File: src/rtl/qdc_pkg.sv
package qdc_pkg;
	// Sizes of the command word and the converter channels
	localparam int NCHAN = 4;
	localparam int DATA_W = 12;
	localparam int WORD_W = 16;
	localparam int CNT_W = 5;
	localparam logic [4:0] WORD_BITS = 5'h10;

	// Field positions inside the command word
	localparam int SEL_MSB = 15;
	localparam int SEL_LSB = 14;
	localparam int CTL_MSB = 13;
	localparam int CTL_LSB = 12;
	localparam int CODE_MSB = 15;
	localparam int CODE_LSB = 12;
	localparam int DATA_MSB = 11;

	// Control field values that load one input register
	localparam logic [1:0] CTL_LOAD = 2'h1;
	localparam logic [1:0] CTL_LOAD_UPD = 2'h3;

	// Full four-bit codes with no channel meaning
	typedef enum logic [3:0] {
		CMD_NOP = 4'h0,
		CMD_UPO_LO = 4'h2,
		CMD_UPDATE = 4'h4,
		CMD_UPO_HI = 4'h6,
		CMD_BCAST = 4'h8,
		CMD_MODE0 = 4'ha,
		CMD_SHDN = 4'hc,
		CMD_MODE1 = 4'he
	} qdc_cmd_t;

	// Pin bundle order and idle levels for the synchroniser
	localparam int PIN_SCLK = 0;
	localparam int PIN_CSN = 1;
	localparam int PIN_DIN = 2;
	localparam int PIN_LOCKN = 3;
	localparam int PIN_CLRN = 4;
	localparam int PIN_W = 5;
	localparam logic [4:0] PIN_RST = 5'h1a;

	// Register map, byte addresses
	localparam int ADDR_W = 8;
	localparam logic [7:0] REG_CTRL = 8'h00;
	localparam logic [7:0] REG_STAT = 8'h04;
	localparam logic [7:0] REG_LAST = 8'h08;
	localparam logic [3:0] REG_DAC_PAGE = 4'h1;
	localparam logic [3:0] REG_IN_PAGE = 4'h2;

	// Control and status bit positions, reset values
	localparam int CTRL_EN_BIT = 0;
	localparam int CTRL_CLR_BIT = 1;
	localparam logic CTRL_EN_RST = 1'b1;
	localparam int STAT_SHDN_BIT = 0;
	localparam int STAT_MODE_BIT = 1;
	localparam int STAT_UPO_BIT = 2;
	localparam int STAT_LOCK_BIT = 3;
	localparam int STAT_SHORT_BIT = 4;
	localparam logic ECHO_MODE_RST = 1'b0;
	localparam logic UPO_RST = 1'b0;
	localparam logic [11:0] CODE_ZERO = 12'h000;
endpackage

File: src/rtl/qdc_sync.sv
`timescale 1ns/10ps
// Two-stage synchroniser for pins from outside the clock domain
module qdc_sync #(
	parameter int WIDTH = 1,
	parameter logic [WIDTH-1:0] RST_VAL = '0
) (
	input wire logic clk_i,
	input wire logic rstn_i,
	input wire logic ce_i,
	input wire logic [WIDTH-1:0] d_i,
	output logic [WIDTH-1:0] q_o
);
	logic [WIDTH-1:0] meta_r;
	logic [WIDTH-1:0] sync_r;

	// First stage feeds only the second
	always_ff @(posedge clk_i or negedge rstn_i) begin
		if (!rstn_i) begin
			meta_r <= RST_VAL;
			sync_r <= RST_VAL;
		end else if (ce_i) begin
			meta_r <= d_i;
			sync_r <= meta_r;
		end
	end

	assign q_o = sync_r;
endmodule // qdc_sync

File: src/rtl/qdc_chan.sv
`timescale 1ns/10ps
// One converter channel: input register followed by DAC register
module qdc_chan (
	input wire logic clk_i,
	input wire logic rstn_i,
	input wire logic ce_i,
	input wire logic clear_i,
	input wire logic ld_in_i,
	input wire logic upd_i,
	input wire logic [11:0] data_i,
	output logic [11:0] in_o,
	output logic [11:0] dac_o
);
	logic [11:0] in_r;
	logic [11:0] dac_r;
	logic [11:0] in_nxt;
	logic [11:0] dac_nxt;

	// A load and an update in one event pass the new code straight on
	assign in_nxt = clear_i ? qdc_pkg::CODE_ZERO : (ld_in_i ? data_i : in_r);
	assign dac_nxt = clear_i ? qdc_pkg::CODE_ZERO : (upd_i ? in_nxt : dac_r);

	// Both registers power up at zero code
	always_ff @(posedge clk_i or negedge rstn_i) begin
		if (!rstn_i) begin
			in_r <= qdc_pkg::CODE_ZERO;
			dac_r <= qdc_pkg::CODE_ZERO;
		end else if (ce_i) begin
			in_r <= in_nxt;
			dac_r <= dac_nxt;
		end
	end

	assign in_o = in_r;
	assign dac_o = dac_r;
endmodule // qdc_chan

File: src/rtl/qdc_cmd_port.sv
`timescale 1ns/10ps
// What this block does
// - Commands are sixteen bits, most significant first
// - Word is select, control, then twelve data
// - Control 01 loads one input register only
// - Control 11 loads input, then updates all
// - Code 0100 updates all DACs, exits shutdown
// - Code 1000 broadcasts data everywhere, exits shutdown
// - Code 1100 sleeps only with lockout high
// - Codes 0010/0110 drive user output low/high
// - Code 0000 changes no register but the last executed word
// - Code 1110 selects rising echo, updates all
// - Code 1010 selects falling echo, updates all
// - Chip select high idles the serial logic
// - Data sampled on serial clock rising edge
// - Command executes on chip select rising
// - Echo lags 16.5 or 16 clocks
// - Echo defaults to falling edge mode
// - Lockout low disables requested shutdown
// - Lockout falling edge wakes from shutdown
// - Clear zeroes registers, user output, echo
// - Shutdown keeps serial port and input contents
// - Power-up clears input and DAC registers
module qdc_cmd_port (
	input wire logic clk_i,
	input wire logic rstn_i,
	input wire logic ce_i,
	input wire logic [7:0] avs_address_i,
	input wire logic avs_read_i,
	input wire logic avs_write_i,
	input wire logic [31:0] avs_writedata_i,
	input wire logic [3:0] avs_byteenable_i,
	output logic [31:0] avs_readdata_o,
	output logic avs_waitrequest_o,
	input wire logic serial_clock_i,
	input wire logic chip_select_n_i,
	input wire logic serial_data_in_i,
	input wire logic shutdown_lockout_n_i,
	input wire logic clear_n_i,
	output logic serial_data_out_o,
	output logic user_output_pin_o,
	output logic shutdown_o,
	output logic echo_mode_o,
	output logic [11:0] dac_code_a_o,
	output logic [11:0] dac_code_b_o,
	output logic [11:0] dac_code_c_o,
	output logic [11:0] dac_code_d_o
);
	////////////////////////////////////////////////////////////////////////////
	// Pin synchronisation and edge detection

	logic [4:0] pin_s;
	logic [4:0] pin_d_r;
	logic sclk_rise;
	logic sclk_fall;
	logic cs_rise;
	logic lock_fall;
	logic cs_n_s;
	logic din_s;
	logic lock_n_s;

	qdc_sync #(
		.WIDTH(qdc_pkg::PIN_W),
		.RST_VAL(qdc_pkg::PIN_RST)
	) u_sync (
		.clk_i(clk_i),
		.rstn_i(rstn_i),
		.ce_i(ce_i),
		.d_i({clear_n_i, shutdown_lockout_n_i, serial_data_in_i, chip_select_n_i,
			serial_clock_i}),
		.q_o(pin_s)
	);

	// Delayed copy of the synchronised pins for edges
	always_ff @(posedge clk_i or negedge rstn_i) begin
		if (!rstn_i) begin
			pin_d_r <= qdc_pkg::PIN_RST;
		end else if (ce_i) begin
			pin_d_r <= pin_s;
		end
	end

	// Edge strobes, one cycle each
	assign cs_n_s = pin_s[qdc_pkg::PIN_CSN];
	assign din_s = pin_s[qdc_pkg::PIN_DIN];
	assign lock_n_s = pin_s[qdc_pkg::PIN_LOCKN];
	assign sclk_rise = pin_s[qdc_pkg::PIN_SCLK] & ~pin_d_r[qdc_pkg::PIN_SCLK];
	assign sclk_fall = ~pin_s[qdc_pkg::PIN_SCLK] & pin_d_r[qdc_pkg::PIN_SCLK];
	assign cs_rise = cs_n_s & ~pin_d_r[qdc_pkg::PIN_CSN];
	assign lock_fall = ~lock_n_s & pin_d_r[qdc_pkg::PIN_LOCKN];

	////////////////////////////////////////////////////////////////////////////
	// Bus slave signals

	logic ctrl_en_r;
	logic ack_r;
	logic wr_go;
	logic rd_cap;
	logic soft_clr;
	logic stat_w1c;
	logic [31:0] rd_mux;
	logic [31:0] readdata_r;

	////////////////////////////////////////////////////////////////////////////
	// Serial shift register, bit count and echo

	logic [15:0] shift_r;
	logic [4:0] cnt_r;
	logic msb_r;
	logic dout_r;
	logic echo_mode_r;
	logic active;
	logic shift_en;
	logic clear;

	assign clear = ~pin_s[qdc_pkg::PIN_CLRN] | soft_clr;
	assign active = ~cs_n_s & ctrl_en_r;
	assign shift_en = active & sclk_rise;

	// Shift in MSB first; count saturates at a full word
	always_ff @(posedge clk_i or negedge rstn_i) begin
		if (!rstn_i) begin
			shift_r <= '0;
			cnt_r <= '0;
			msb_r <= 1'b0;
		end else if (ce_i) begin
			if (shift_en) begin
				shift_r <= {shift_r[14:0], din_s};
				msb_r <= shift_r[15];
			end
			if (cs_n_s) begin
				cnt_r <= '0;
			end else if (shift_en && cnt_r != qdc_pkg::WORD_BITS) begin
				cnt_r <= cnt_r + 5'h01;
			end
		end
	end

	// Echo output: rising mode sends at once, falling mode half a clock later
	always_ff @(posedge clk_i or negedge rstn_i) begin
		if (!rstn_i) begin
			dout_r <= 1'b0;
		end else if (ce_i) begin
			if (clear) begin
				dout_r <= 1'b0;
			end else if (active && echo_mode_r && sclk_rise) begin
				dout_r <= shift_r[15];
			end else if (active && !echo_mode_r && sclk_fall) begin
				dout_r <= msb_r;
			end
		end
	end

	////////////////////////////////////////////////////////////////////////////
	// Command decode

	logic exec;
	logic short_frame;
	logic [3:0] code;
	logic [1:0] sel;
	logic [1:0] ctl;
	logic [11:0] data;
	logic is_load;
	logic upd_all;
	logic wake;
	logic sleep;
	logic [3:0] ld_in;

	assign code = shift_r[qdc_pkg::CODE_MSB:qdc_pkg::CODE_LSB];
	assign sel = shift_r[qdc_pkg::SEL_MSB:qdc_pkg::SEL_LSB];
	assign ctl = shift_r[qdc_pkg::CTL_MSB:qdc_pkg::CTL_LSB];
	assign data = shift_r[qdc_pkg::DATA_MSB:0];
	assign exec = cs_rise & ctrl_en_r & (cnt_r == qdc_pkg::WORD_BITS) & ~clear;
	assign short_frame = cs_rise & ctrl_en_r & (cnt_r != qdc_pkg::WORD_BITS) & (cnt_r != '0);
	assign is_load = (ctl == qdc_pkg::CTL_LOAD) | (ctl == qdc_pkg::CTL_LOAD_UPD);
	assign upd_all = exec & ((ctl == qdc_pkg::CTL_LOAD_UPD) | (code == qdc_pkg::CMD_UPDATE)
		| (code == qdc_pkg::CMD_BCAST) | (code == qdc_pkg::CMD_MODE0)
		| (code == qdc_pkg::CMD_MODE1));
	assign wake = (exec & ((code == qdc_pkg::CMD_UPDATE) | (code == qdc_pkg::CMD_BCAST)))
		| lock_fall;
	assign sleep = exec & (code == qdc_pkg::CMD_SHDN) & lock_n_s;

	////////////////////////////////////////////////////////////////////////////
	// Channels

	logic [11:0] in_w [4];
	logic [11:0] dac_w [4];

	// One input and DAC register pair per channel
	genvar gi;
	generate
		for (gi = 0; gi < qdc_pkg::NCHAN; gi++) begin : g_chan
			assign ld_in[gi] = exec & ((is_load & (sel == 2'(gi)))
				| (code == qdc_pkg::CMD_BCAST));
			qdc_chan u_chan (
				.clk_i(clk_i),
				.rstn_i(rstn_i),
				.ce_i(ce_i),
				.clear_i(clear),
				.ld_in_i(ld_in[gi]),
				.upd_i(upd_all),
				.data_i(data),
				.in_o(in_w[gi]),
				.dac_o(dac_w[gi])
			);
		end
	endgenerate

	////////////////////////////////////////////////////////////////////////////
	// Mode, user output and shutdown state

	logic shdn_r;
	logic upo_r;
	logic short_r;
	logic [15:0] last_r;

	// Shutdown keeps input contents; only the flag changes
	always_ff @(posedge clk_i or negedge rstn_i) begin
		if (!rstn_i) begin
			shdn_r <= 1'b0;
			upo_r <= qdc_pkg::UPO_RST;
			echo_mode_r <= qdc_pkg::ECHO_MODE_RST;
		end else if (ce_i) begin
			if (clear) begin
				shdn_r <= 1'b0;
				upo_r <= qdc_pkg::UPO_RST;
				echo_mode_r <= qdc_pkg::ECHO_MODE_RST;
			end else begin
				if (wake) begin
					shdn_r <= 1'b0;
				end else if (sleep) begin
					shdn_r <= 1'b1;
				end
				if (exec && code == qdc_pkg::CMD_UPO_LO) begin
					upo_r <= 1'b0;
				end else if (exec && code == qdc_pkg::CMD_UPO_HI) begin
					upo_r <= 1'b1;
				end
				if (exec && code == qdc_pkg::CMD_MODE1) begin
					echo_mode_r <= 1'b1;
				end else if (exec && code == qdc_pkg::CMD_MODE0) begin
					echo_mode_r <= 1'b0;
				end
			end
		end
	end

	// Short-frame flag and last executed word; setting beats clearing
	always_ff @(posedge clk_i or negedge rstn_i) begin
		if (!rstn_i) begin
			short_r <= 1'b0;
			last_r <= '0;
		end else if (ce_i) begin
			if (short_frame) begin
				short_r <= 1'b1;
			end else if (stat_w1c) begin
				short_r <= 1'b0;
			end
			if (exec) begin
				last_r <= shift_r;
			end
		end
	end

	////////////////////////////////////////////////////////////////////////////
	// Avalon-MM slave: one wait cycle, then the answer

	logic req;
	logic is_ctrl;
	logic is_stat;
	logic is_last;
	logic is_dac;
	logic is_in;
	logic [1:0] ridx;

	assign req = avs_read_i | avs_write_i;
	assign avs_waitrequest_o = req & ~ack_r;
	assign wr_go = avs_write_i & ack_r;
	assign rd_cap = avs_read_i & ~ack_r;
	assign ridx = avs_address_i[3:2];
	assign is_ctrl = avs_address_i == qdc_pkg::REG_CTRL;
	assign is_stat = avs_address_i == qdc_pkg::REG_STAT;
	assign is_last = avs_address_i == qdc_pkg::REG_LAST;
	assign is_dac = (avs_address_i[7:4] == qdc_pkg::REG_DAC_PAGE) & (avs_address_i[1:0] == 2'h0);
	assign is_in = (avs_address_i[7:4] == qdc_pkg::REG_IN_PAGE) & (avs_address_i[1:0] == 2'h0);
	assign soft_clr = wr_go & is_ctrl & avs_byteenable_i[0]
		& avs_writedata_i[qdc_pkg::CTRL_CLR_BIT];
	assign stat_w1c = wr_go & is_stat & avs_byteenable_i[0]
		& avs_writedata_i[qdc_pkg::STAT_SHORT_BIT];

	// Read selection; unmapped addresses read zero
	assign rd_mux = is_ctrl ? {31'h0, ctrl_en_r}
		: is_stat ? {27'h0, short_r, lock_n_s, upo_r, echo_mode_r, shdn_r}
		: is_last ? {16'h0, last_r}
		: is_dac ? {20'h0, dac_w[ridx]}
		: is_in ? {20'h0, in_w[ridx]}
		: 32'h0;

	// Handshake, read capture and control write
	always_ff @(posedge clk_i or negedge rstn_i) begin
		if (!rstn_i) begin
			ack_r <= 1'b0;
			readdata_r <= '0;
			ctrl_en_r <= qdc_pkg::CTRL_EN_RST;
		end else if (ce_i) begin
			ack_r <= req & ~ack_r;
			if (rd_cap) begin
				readdata_r <= rd_mux;
			end
			if (wr_go && is_ctrl && avs_byteenable_i[0]) begin
				ctrl_en_r <= avs_writedata_i[qdc_pkg::CTRL_EN_BIT];
			end
		end
	end

	////////////////////////////////////////////////////////////////////////////
	// Outputs

	assign avs_readdata_o = readdata_r;
	assign serial_data_out_o = dout_r;
	assign user_output_pin_o = upo_r;
	assign shutdown_o = shdn_r;
	assign echo_mode_o = echo_mode_r;
	assign dac_code_a_o = dac_w[0];
	assign dac_code_b_o = dac_w[1];
	assign dac_code_c_o = dac_w[2];
	assign dac_code_d_o = dac_w[3];
endmodule // qdc_cmd_port

File: config.mk
export PLATFORM = sky130hd
export DESIGN_NAME = qdc_cmd_port
export DESIGN_NICKNAME = d
export VERILOG_FILES = /design/src/rtl/qdc_pkg.sv /design/src/rtl/qdc_sync.sv /design/src/rtl/qdc_chan.sv /design/src/rtl/qdc_cmd_port.sv
export SDC_FILE = /design/constraint.sdc
export NUM_CORES = 1
export LEC_CHECK = 0
export BUFFER_PORTS_ARGS = -buffer_cell sky130_fd_sc_hd__buf_4
export CAP_MARGIN = 25
export CORE_ASPECT_RATIO = 1.1
export CORE_MARGIN = 4
export CORE_UTILIZATION = 50
export CTS_BUF_LIST = sky130_fd_sc_hd__clkbuf_16
export CTS_CLUSTER_DIAMETER = 60
export DETAILED_ROUTE_END_ITERATION = 8
export HOLD_SLACK_MARGIN = 0.06
export PLACE_DENSITY = 0.76
export SETUP_SLACK_MARGIN = 0.15
export SLEW_MARGIN = 20
export SYNTH_ARGS = -nofsm -noshare
export SYNTH_HDL_FRONTEND = slang
export SYNTH_SLANG_ARGS = --single-unit
File: constraint.sdc
create_clock -name clk_i -period 6.7 [get_ports clk_i]
set_clock_uncertainty 0.05 [all_clocks]
set_input_delay 2.01 -clock clk_i [delete_from_list [all_inputs] [get_ports clk_i]]
set_output_delay 2.01 -clock clk_i [all_outputs]
set_load 0.1 [all_outputs]
==> impl_metrics.tcl <==
set metrics [dict create \
    grt_pass1_wl_um 35600 \
    grt_setup_unrepaired "false" \
    fin_nets 830 \
    post-route-drc-count 0 \
    synth_cells 719 \
    synth_area_um2 8580 \
    yosysMostFrequentCell "dfrtp_1" \
    cp-end-kind "flop" \
    rows 49 \
    rr_startpoint "ack_r" \
    cts_sinks 170 \
    ff2ff_path_depth 5 \
    period_share_pct 73.3 \
    insertion_delay_ns 0.43 \
    track_usage_pct 23.2 \
    start_util_pct 51.7 \
    ys_warn_count 0 \
    power_density_nw_per_um2 223 \
    synth_edf_count 0 \
    min_path_cells 2 \
    die_h_um 145 \
    synth_area_leaders "dfrtp_1 (47%), mux2_2 (13%), mux4_2 (6.3%)" \
    antenna_found_initial 0 \
    yosys.area.top_type "dfrtp_1" \
    postSynthAreaPerCell_um2 11.9 \
    dp_cells 983 \
    p_leak_nw 4.90 \
    peakVddDrop_mv 0.186 \
    root_buffer "clkbuf_16" \
    relSlewSlack_pct 28.7 \
    grt_max_degree 65 \
    yosys.cell_types.count 55 \
    die_x_um 133 \
    start_kind "input pin" \
    fin_util_pct 59.3 \
    cts_tree "done" \
    async_reset_ff_share_pct 100 \
    vias_per_cell 6.19 \
    drive_gt1_share_pct 34.4 \
    setup_viol 0 \
    clk_pin_slew_ns 0.06 \
    firstDrtPassIters 6 \
    grt_pass1_vias 6324 \
    wl_per_cell_um 22.2 \
    crit_arrival_ns 5.18 \
    min_path_type "reg -> reg" \
    synth_top_area_share_pct 46.9 \
    dr_total_vias 6279 \
    postRouteWirelength_um 22500 \
    cts_max_level 4 \
    fin_area_um2 9850 \
    postCtsSetupBuffers 0 \
    fmax_mhz 204 \
    tns_ns 0 \
    ant_nets 0 \
    drtIter0Drc 495 \
    status "finished clean" \
    period_needed_ns 4.91 \
    r2r-end "g_chan[3].u_chan.dac_o[5]" \
    drv_cap 0 \
    die_area_um2 19300 \
    gp_congestion 0.886 \
    worst_slack_ns 1.79 \
    hold_viol 0 \
    cts_resized 0 \
    hp-start "avs_readdata_o[4]" \
    hold_end "avs_readdata_o[4]" \
    area_growth_pct 14.7 \
    worst_slew_pin_slew_ns 1.07 \
    place_ws_ns 1.39 \
    clock_path_buffers 2 \
    coreArea_um2 16600 \
    ff2ff_setup_slack_ns 3.35 \
    ys_seq_elements 170 \
    synth_commonest_cells "dfrtp_1 (161), mux2_2 (100), nand2_1 (76)" \
    numCtsBuffers 17 \
    post-dp-hpwl_um 14800 \
    io_pins 139 \
    postCtsHoldBufs 0 \
    required_ns 6.96 \
    cp_max_fo 30 \
    finalMaxSlewViolations 0 \
    overflow 0 \
    antennaDiodeCount 0 \
    io_buffers 90 \
    layoutNonFillerInstCount 1015 \
    ys_seq_area_share_pct 49.7 \
    worstSetupPathType "in -> reg" \
    placed_area_um2 9300 \
    synth-main-ff-cell "dfrtp_1" \
]
[stage by stage]
stage               power (W)  hold WS, ns
floorplan             0.00123        0.385
global placement      0.00128        0.415
detailed placement    0.00129        0.424
CTS                   0.00220        0.437
global route          0.00226        0.473
finish                0.00219        0.432
[how the worst max path moves through the flow]
stage / start / to / slack, ns / depth (start not counted)
6_report: avs_address_i[2] / g_chan[3].u_chan.dac_o[5] / 1.79 / 6
4_1_cts: avs_address_i[2] / g_chan[3].u_chan.dac_o[7] / 1.84 / 6
3_5_place_dp: avs_address_i[2] / g_chan[3].u_chan.dac_o[7] / 1.39 / 6
3_3_place_gp: avs_address_i[2] / g_chan[3].u_chan.dac_o[7] / 1.48 / 6
5_1_grt: avs_address_i[7] / g_chan[3].u_chan.dac_o[3] / 1.73 / 6
2_1_floorplan: avs_write_i / avs_waitrequest_o / 1.32 / 2
[sequential cells by signal, indices dropped and copies added (netlist names), 3 cells and up]
register	count
avs_readdata_o	16
cnt_r	5
g_chan.u_chan.dac_o	48
g_chan.u_chan.in_o	48
last_r	16
pin_d_r	3
shift_r	16
u_sync.meta_r	5
u_sync.q_o	5
[critical path, cell delays in order]
cell,delay [ns]
buf_4,0.46
nor2b_1,0.17
nand4_1,0.57
nand4_1,1.02
mux2_1,0.67
mux2_2,0.27
[power by group]
group          total [W]  leakage, nW  switching, W  internal (W)
Combinational   0.000202         2.29      0.000152     0.0000501
Sequential       0.00107         2.33     0.0000210       0.00105
Clock           0.000923        0.276      0.000388      0.000534
[per-layer routing]
| layer | wire length (µm) | vias up | track usage, % |
|---|---|---|---|
| met3 | 1510 | 52 | 4.84 |
| met5 | 0 | - | 0 |
| met2 | 11000 | 283 | 37.1 |
| li1 | - | 2720 | - |
| met4 | 684 | 0 | 9.82 |
| met1 | 9330 | 3224 | 30.9 |
[kinds of logic (layout without fill, tap and decap cells)]
group                      Yosys count  in the layout  synth area share, %
xor gates and xnor gates             4              4                0.408
muxes                              144            144                 21.8
buffers and inverters               87            139                 5.03
and+or+nand+nor                    177            177                 11.0
AOI/OAI and AO/OA                  134            134                 11.7
DFF                                170            170                 49.7
other                                1             16               0.0437
adders and majority gates            2              2                0.291
[placed cells by master (no fill, tap or decap), types with 5 or more instances in the layout]
cell       count
nand2_1       76
clkbuf_16     17
a22o_1        57
buf_4        102
o21ai_0       32
o2bb2ai_1     12
mux2i_1       14
a21oi_1       11
nand4_1        6
mux2_1         6
conb_1        16
dfrtp_1      161
and3_1        41
nand3_1        5
dfstp_2        9
inv_1          6
nor2_1        17
mux2_2       100
clkinv_1       5
mux4_2        24
[final cells by class]
cell class	instances	area, µm²
Tap cell	229	287
Clock buffer	17	425
Fill cell	1294	6770
Multi-Input combinational cell	477	3950
Inverter	4	15.0
Clock inverter	14	115
Sequential cell	170	4270
Timing Repair Buffer	104	788
Power figures use the tool's default switching activity.
